===== src/core/pin_level_port_pkg.sv =====
/*
 * shared constants, register map and pin carrier types for the eight-pin
 * general-purpose port. assumes a simple strobe register port, one clock.
 */
package pin_level_port_pkg;

    localparam int unsigned port_width = 8;
    localparam int unsigned addr_width = 3;

    // register indices on the strobe port
    localparam logic [2:0] pin_level_port_addr = 3'h0;
    localparam logic [2:0] output_latch_addr = 3'h1;
    localparam logic [2:0] direction_control_addr = 3'h2;
    localparam logic [2:0] analog_select_low_addr = 3'h3;
    localparam logic [2:0] analog_select_high_addr = 3'h4;
    localparam logic [2:0] osc_config_addr = 3'h5;

    // values after reset
    localparam logic [7:0] output_latch_rst = 8'h00;
    localparam logic [7:0] direction_control_rst = 8'hff;
    localparam logic [7:0] analog_select_low_rst = 8'hff;
    localparam logic [7:0] analog_select_high_rst = 8'h01;
    localparam logic [3:0] osc_config_rst = 4'h7;

    // analog-capable pins and their select bit positions
    localparam logic [7:0] analog_pin_mask = 8'h3f;
    localparam logic [7:0] analog_low_used = 8'hff;
    localparam logic [7:0] analog_high_used = 8'h01;

    // capture / encoder pin positions
    localparam int unsigned cap_one_pin = 2;
    localparam int unsigned cap_two_pin = 3;
    localparam int unsigned cap_three_pin = 4;

    // cycle clock divide: four oscillator periods per cycle
    localparam logic [1:0] cycle_div_last = 2'h3;

    // main oscillator selection, 4-bit config field
    typedef enum logic [3:0] {
        osc_lp = 4'h0,
        osc_xt = 4'h1,
        osc_hs = 4'h2,
        rc_osc_mode = 4'h3,
        ext_clock_mode = 4'h4,
        ext_clock_with_io = 4'h5,
        osc_hs_pll = 4'h6,
        rc_osc_with_io = 4'h7,
        internal_osc_clkout = 4'h8,
        internal_osc_with_io = 4'h9
    } osc_mode_e;

    typedef struct packed {
        logic [7:0] pin_in;
        logic [7:0] pin_out;
        logic [7:0] pin_oe;
    } pad_s;

    typedef struct packed {
        logic capture_in_one;
        logic capture_in_two;
        logic capture_in_three;
        logic encoder_index_in;
        logic encoder_chan_a;
        logic encoder_chan_b;
    } periph_in_s;

endpackage


===== src/core/pin_level_port_gpio.sv =====
/*
 * eight-pin bidirectional port with analog select, oscillator-shared top
 * pins and capture / encoder feeds. assumes pins are asynchronous to clk,
 * a single-cycle strobe register master and a board-level tristate resolver.
 */
// Chosen here: the address-and-strobe port and the placing of the registers.
// Summary of operation
// - eight bidirectional pins, each with direction, latch and pin-read bit
// - direction bit one releases the driver, pin is an input
// - direction bit zero drives the latch value onto the pin
// - pin-level register reads pin levels; writes go to the latch
// - latch register reads return latched values, not pin levels
// - oscillator selection in a config register decides top two pins' use
// - top pins not in port use read zero in all three registers
// - low analog-select bits choose converter use of pins zero to five
// - after reset the analog-capable pins are analog inputs
// - direction still rules drivers on analog pins; software keeps them one
// - digital input path off while a pin's analog input is selected
// - output path drives latch regardless of analog select
// - pins two to four feed capture and encoder inputs
// - capture and encoder feeds off while the pin is analog
// - pin six outputs cycle clock in rc, first internal, external clock
// - pin six is port i/o only in the three with-io modes
// - pin seven is never port i/o in external oscillator modes
// - direction bits ignored on pins six and seven in oscillator use
`timescale 1ns/1ps

module pin_level_port_gpio
    import pin_level_port_pkg::*;
#(
    parameter int unsigned width = port_width
) (
    // clock and reset
    input wire logic clk,
    input wire logic nrst,
    // register port
    input wire logic [addr_width-1:0] reg_addr,
    input wire logic [7:0] reg_wdata,
    input wire logic reg_wr,
    input wire logic reg_rd,
    output logic [7:0] reg_rdata,
    // pins
    input wire logic [width-1:0] pin_in,
    output logic [width-1:0] pin_out,
    output logic [width-1:0] pin_oe,
    // peripheral feeds
    output periph_in_s periph_in,
    // oscillator pin ownership
    output logic cycle_clock_out,
    output logic osc_pins_owned
);

    ////////////////////////////////////////////////////////////////////////
    // helpers

    function automatic logic [7:0] sel_mask(input logic [7:0] low, input logic [7:0] high);
        logic [7:0] m;
        m = 8'h00;
        m[3:0] = low[3:0];
        m[5] = low[5];
        m[4] = low[4];
        return m & analog_pin_mask;
    endfunction

    ////////////////////////////////////////////////////////////////////////
    // registers

    logic [7:0] output_latch;
    logic [7:0] direction_control;
    logic [7:0] analog_select_low;
    logic [7:0] analog_select_high;
    osc_mode_e osc_mode;
    logic [7:0] pin_sync1;
    logic [7:0] pin_sync2;
    logic [1:0] cycle_div;
    logic [7:0] port_mask;
    logic [7:0] analog_sel;
    logic [7:0] digital_in;
    logic pin6_io;
    logic pin7_io;
    logic pin6_clk;

    // oscillator-driven ownership of the top pins
    always_comb begin
        pin6_io = (osc_mode == rc_osc_with_io) || (osc_mode == internal_osc_with_io)
                  || (osc_mode == ext_clock_with_io);
        pin6_clk = (osc_mode == rc_osc_mode) || (osc_mode == internal_osc_clkout)
                   || (osc_mode == ext_clock_mode);
        // pin seven is only free when no external oscillator or clock uses it
        pin7_io = (osc_mode == internal_osc_clkout)
                  || (osc_mode == internal_osc_with_io);
        port_mask = {pin7_io, pin6_io, 6'h3f};
    end

    assign osc_pins_owned = ~(pin6_io & pin7_io);

    // analog select: one selects analog
    assign analog_sel = sel_mask(analog_select_low, analog_select_high);

    // two-stage synchroniser; only the second stage is used
    always_ff @(posedge clk) begin
        if (!nrst) begin
            pin_sync1 <= 8'h00;
            pin_sync2 <= 8'h00;
        end else begin
            pin_sync1 <= pin_in;
            pin_sync2 <= pin_sync1;
        end
    end

    // digital input blanked on analog pins and non-port top pins
    assign digital_in = pin_sync2 & ~analog_sel & port_mask;

    // latch: written through either the pin-level or the latch address
    always_ff @(posedge clk) begin
        if (!nrst) begin
            output_latch <= output_latch_rst;
        end else if (reg_wr && (reg_addr == pin_level_port_addr
                                || reg_addr == output_latch_addr)) begin
            output_latch <= reg_wdata;
        end
    end

    always_ff @(posedge clk) begin
        if (!nrst) begin
            direction_control <= direction_control_rst;
        end else if (reg_wr && reg_addr == direction_control_addr) begin
            direction_control <= reg_wdata;
        end
    end

    // analog pins come up analog
    always_ff @(posedge clk) begin
        if (!nrst) begin
            analog_select_low <= analog_select_low_rst;
            analog_select_high <= analog_select_high_rst;
        end else if (reg_wr && reg_addr == analog_select_low_addr) begin
            analog_select_low <= reg_wdata & analog_low_used;
        end else if (reg_wr && reg_addr == analog_select_high_addr) begin
            analog_select_high <= reg_wdata & analog_high_used;
        end
    end

    // unknown codes leave the current selection in place
    always_ff @(posedge clk) begin
        if (!nrst) begin
            osc_mode <= osc_mode_e'(osc_config_rst);
        end else if (reg_wr && reg_addr == osc_config_addr) begin
            if (reg_wdata[3:0] <= 4'h9) begin
                osc_mode <= osc_mode_e'(reg_wdata[3:0]);
            end
        end
    end

    // cycle clock: oscillator taken as clk, divided by four
    always_ff @(posedge clk) begin
        if (!nrst) begin
            cycle_div <= 2'h0;
            cycle_clock_out <= 1'b0;
        end else begin
            cycle_div <= cycle_div + 2'h1;
            if (cycle_div == cycle_div_last || cycle_div == 2'h1) begin
                cycle_clock_out <= ~cycle_clock_out;
            end
        end
    end

    ////////////////////////////////////////////////////////////////////////
    // pin drivers

    // direction rules drivers even on analog pins
    always_comb begin
        pin_out = output_latch;
        pin_oe = ~direction_control & port_mask;
        if (pin6_clk) begin
            pin_out[6] = cycle_clock_out;
            pin_oe[6] = 1'b1;
        end
    end

    ////////////////////////////////////////////////////////////////////////
    // peripheral feeds, silenced on analog pins

    always_ff @(posedge clk) begin
        if (!nrst) begin
            periph_in <= '0;
        end else begin
            periph_in.capture_in_one <= digital_in[cap_one_pin];
            periph_in.encoder_index_in <= digital_in[cap_one_pin];
            periph_in.capture_in_two <= digital_in[cap_two_pin];
            periph_in.encoder_chan_a <= digital_in[cap_two_pin];
            periph_in.capture_in_three <= digital_in[cap_three_pin];
            periph_in.encoder_chan_b <= digital_in[cap_three_pin];
        end
    end

    ////////////////////////////////////////////////////////////////////////
    // read path, one cycle after the strobe

    always_ff @(posedge clk) begin
        if (!nrst) begin
            reg_rdata <= 8'h00;
        end else if (reg_rd) begin
            unique case (reg_addr)
                pin_level_port_addr: reg_rdata <= digital_in;
                output_latch_addr: reg_rdata <= output_latch & port_mask;
                direction_control_addr: reg_rdata <= direction_control & port_mask;
                analog_select_low_addr: reg_rdata <= analog_select_low;
                analog_select_high_addr: reg_rdata <= analog_select_high;
                osc_config_addr: reg_rdata <= {4'h0, osc_mode};
                default: reg_rdata <= 8'h00;
            endcase
        end else begin
            reg_rdata <= 8'h00;
        end
    end

endmodule // pin_level_port_gpio


===== config.mk =====
export PLATFORM = sky130hd
export DESIGN_NAME = pin_level_port_gpio
export DESIGN_NICKNAME = d
export VERILOG_FILES = /design/src/core/pin_level_port_pkg.sv /design/src/core/pin_level_port_gpio.sv
export SDC_FILE = /design/constraint.sdc
export NUM_CORES = 1
export LEC_CHECK = 0
export BUFFER_PORTS_ARGS = -buffer_cell sky130_fd_sc_hd__buf_2
export CAP_MARGIN = 20
export CORE_ASPECT_RATIO = 1.75
export CORE_UTILIZATION = 53
export DETAILED_ROUTE_END_ITERATION = 10
export PLACE_DENSITY = 0.78
export SYNTH_ARGS = -nofsm -noshare
export SYNTH_HDL_FRONTEND = slang
export SYNTH_SLANG_ARGS = --single-unit

===== constraint.sdc =====
create_clock -name clk -period 1.47 [get_ports clk]
set_input_delay 0.294 -clock clk [delete_from_list [all_inputs] [get_ports clk]]
set_output_delay 0.294 -clock clk [all_outputs]
set_load 0.02 [all_outputs]

==> impl_metrics.tcl <==
set metrics [dict create \
    synth_top_area_share_pct 46.6 \
    path_buf_inv 2 \
    yosysWarnings 0 \
    yosys.cell_count.top_type "dfxtp_1" \
    p_int_mw 2.76 \
    hold_viol 0 \
    clock_power_share_pct 43.8 \
    synth_area_leaders "dfxtp_1 (47%), mux2i_1 (7.1%), nand2_1 (4.9%)" \
    synthCells 276 \
    die_w_microns 54.3 \
    synthTopCellsByCount "dfxtp_1 (59), nand2_1 (33), mux2i_1 (18)" \
    cts-root-buf "clkbuf_8" \
    grt_max_degree 53 \
    min_period_ns 1.82 \
    start_kind "flip-flop" \
    finalNetCount 361 \
    place_congestion 0.877 \
    grt_pass1_wl_microns 8870 \
    cts_tree "done" \
    cts_max_level 3 \
    synth_area_sq_um 2530 \
    finalWirelength_microns 5610 \
    hold_slack_ns 0.147 \
    synth_cell_type_count 45 \
    fin_ws_ns -0.350 \
    arrival_ns 1.53 \
    core_sq_um 4620 \
    die-area_sq_um 5070 \
    max_stage_delay_ns 0.42 \
    violations "negative setup slack" \
    holdBufCountCts 0 \
    status "complete, but fails checks" \
    hp-start "pin_in[4]" \
    syn_to_final_growth_pct 24.2 \
    synth_edf_count 0 \
    drc_errors 0 \
    ys_seq_area_share_pct 46.6 \
    setup_viol 3 \
    dpl.hpwl_microns 3880 \
    slowest_stage "or3b_4" \
    yosys.area.top_type "dfxtp_1" \
    crit_chain "or3b_4, buf_12, o21ai_2, buf_6" \
    cp-end-kind "output port" \
    wl_per_cell_microns 14.3 \
    slew_violations 0 \
    fp.dieH_microns 93.5 \
    post-route-period-util_pct 124 \
    rows 33 \
    min_path_cells 2 \
    fillers 405 \
    reg2reg_depth 6 \
    initial_utilization_pct 54.8 \
    worst-path-max-fanout 8 \
    clock_latency_ns 0.34 \
    syn-num-nets 301 \
    fin_util_pct 68.1 \
    max_cap_violations 0 \
    grt_util_all_layers_pct 25.2 \
    clkTransAtPathRegs_ns 0.07 \
    r2r_slack_ns 0.05 \
    rr_endpoint "reg_rdata[7]$_SDFF_PN0_" \
    combPwrFrac_pct 9.7 \
    vias_per_cell 5.42 \
    synth-seq-cells 59 \
    holdPathEnd "pin_sync1[4]$_SDFF_PN0_" \
    detail-route-antenna-nets 0 \
    grt_pass1_vias 1977 \
    worst_pin_slew_ns 0.429 \
    required_ns 1.18 \
    ir_drop_uv 925 \
    fmax_mhz 549 \
    rsz0062_at_grt "yes" \
    hp-class "input port to flip-flop" \
    cellLeakagePower_nw 1.51 \
    worstSetupPathType "flip-flop to output port" \
    r2r-start "osc_mode[2]$_SDFFE_PN1P_" \
    grt_overflow 0 \
    num_vias 2131 \
    finClkSkew_ns 0.00512 \
    io_buffers 54 \
    antenna_cells 0 \
    async_flop_share_pct 0 \
    initialDrtViolationCount 42 \
    drt-pass1-iter-count 4 \
    slew_headroom_pct 71.4 \
    cts_max_path_buffers 2 \
    avgSynthCellArea_sq_um 9.18 \
    critPathTopFamily "simple AND/OR/NAND/NOR gates" \
    cts_buffers 9 \
    power_density_nw_per_um2 1160 \
    p_sw_mw 0.880 \
    p_sw_share_pct 24.2 \
    antenna_found_initial 0 \
    cts_sinks 59 \
    seq_power_share_pct 46.5 \
    layout-drive-gt1-share_pct 32.6 \
    ys.flop_type "dfxtp_1" \
    io_pins 55 \
]
## kinds of logic after synthesis
logic type | count (synthesis) | share of synthesized area [%]
simple gates | 116 | 25.9
flops | 59 | 46.6
compound gates | 41 | 10.3
buf+inv | 38 | 8.34
mux | 19 | 7.55
fa+ha+maj | 2 | 0.987
xor+xnor | 1 | 0.346
## power groups by stage
stage                     logic [mW]  registers [mW]  clock network (mW)
final                          0.353            1.69                1.60
after CTS                      0.353            1.69                1.63
after global routing           0.387            1.70                1.70
after detailed placement       0.347            1.73                   0
after floorplan                0.222            1.73                   0
after global placement         0.341            1.72                   0
## worst max-delay path by stage
stage | start | endpoint | slack [ns] | cells past startpoint
after floorplan | osc_mode[3]$_SDFFE_PN0P_ | pin_out[6] | 0.02 | 4
after global placement | osc_mode[2]$_SDFFE_PN1P_ | pin_oe[6] | -0.04 | 5
after detailed placement | osc_mode[2]$_SDFFE_PN1P_ | pin_oe[6] | -0.08 | 5
after CTS | osc_mode[3]$_SDFFE_PN0P_ | pin_out[6] | -0.35 | 4
after global routing | osc_mode[2]$_SDFFE_PN1P_ | pin_oe[6] | -0.41 | 5
final | osc_mode[2]$_SDFFE_PN1P_ | pin_oe[6] | -0.35 | 4
## metal layers
layer	global-route usage [%]	share of wire, %	up-vias
met2	40.7	52	60
met3	6.67	4.2	22
met5	0	0	-
met4	19.2	5.1	0
met1	26.1	38	999
li1	-	-	1050
## final cells by class
class	count	area (sq um)	share of cell area [%]
Multi-Input combinational cell	179	1170	37.0
Timing Repair Buffer	77	477	15.1
Clock inverter	7	91.3	2.90
Tap cell	52	65.1	2.07
Clock buffer	9	124	3.93
Sequential cell	59	1190	37.7
Inverter	10	37.5	1.19
## what timing repair did
item                                    in CTS  in global routing
pin swaps                                    1                  2
gates resized for setup                     12                  6
endpoints found under the hold margin        0                  0
endpoints found under the setup margin       4                  4
buffers inserted                             1                  2
## layout by cell type, fill, tap and decap left out, drive strengths merged, types with 3 or more instances in the layout
cell     n
buf     77
o211ai   6
nor2    15
clkbuf   9
dfxtp   59
nand3   14
nand2   34
nor2b   11
nand3b   3
and3b    3
a211oi   4
a21oi   13
o32ai    3
o21ai    9
clkinv   3
nor3b    3
mux2i   18
inv     11
and2    16
## per-stage QoR
stage               setup TNS (ns)  worst slack, ns  area, sq um  power, mW  std cells
floorplan                        0           0.0194         2540       1.96        276
global placement           -0.0403          -0.0403         2860       2.07        374
detailed placement         -0.0962          -0.0779         2860       2.07        374
CTS                         -0.887           -0.349         3100       3.67        391
global route                 -1.17           -0.410         3150       3.79        393
finish                      -0.964           -0.350         3150       3.64        393
## sequential cells by signal, indices dropped and copies added, names as in the netlist
signal and cells:
analog_select_high 1, analog_select_low 8, cycle_clock_out 1, cycle_div 2, direction_control 8, osc_mode 4
output_latch 8, periph_in 3, pin_sync1 8, pin_sync2 8, reg_rdata 8
(Power assumes the default switching activity.)
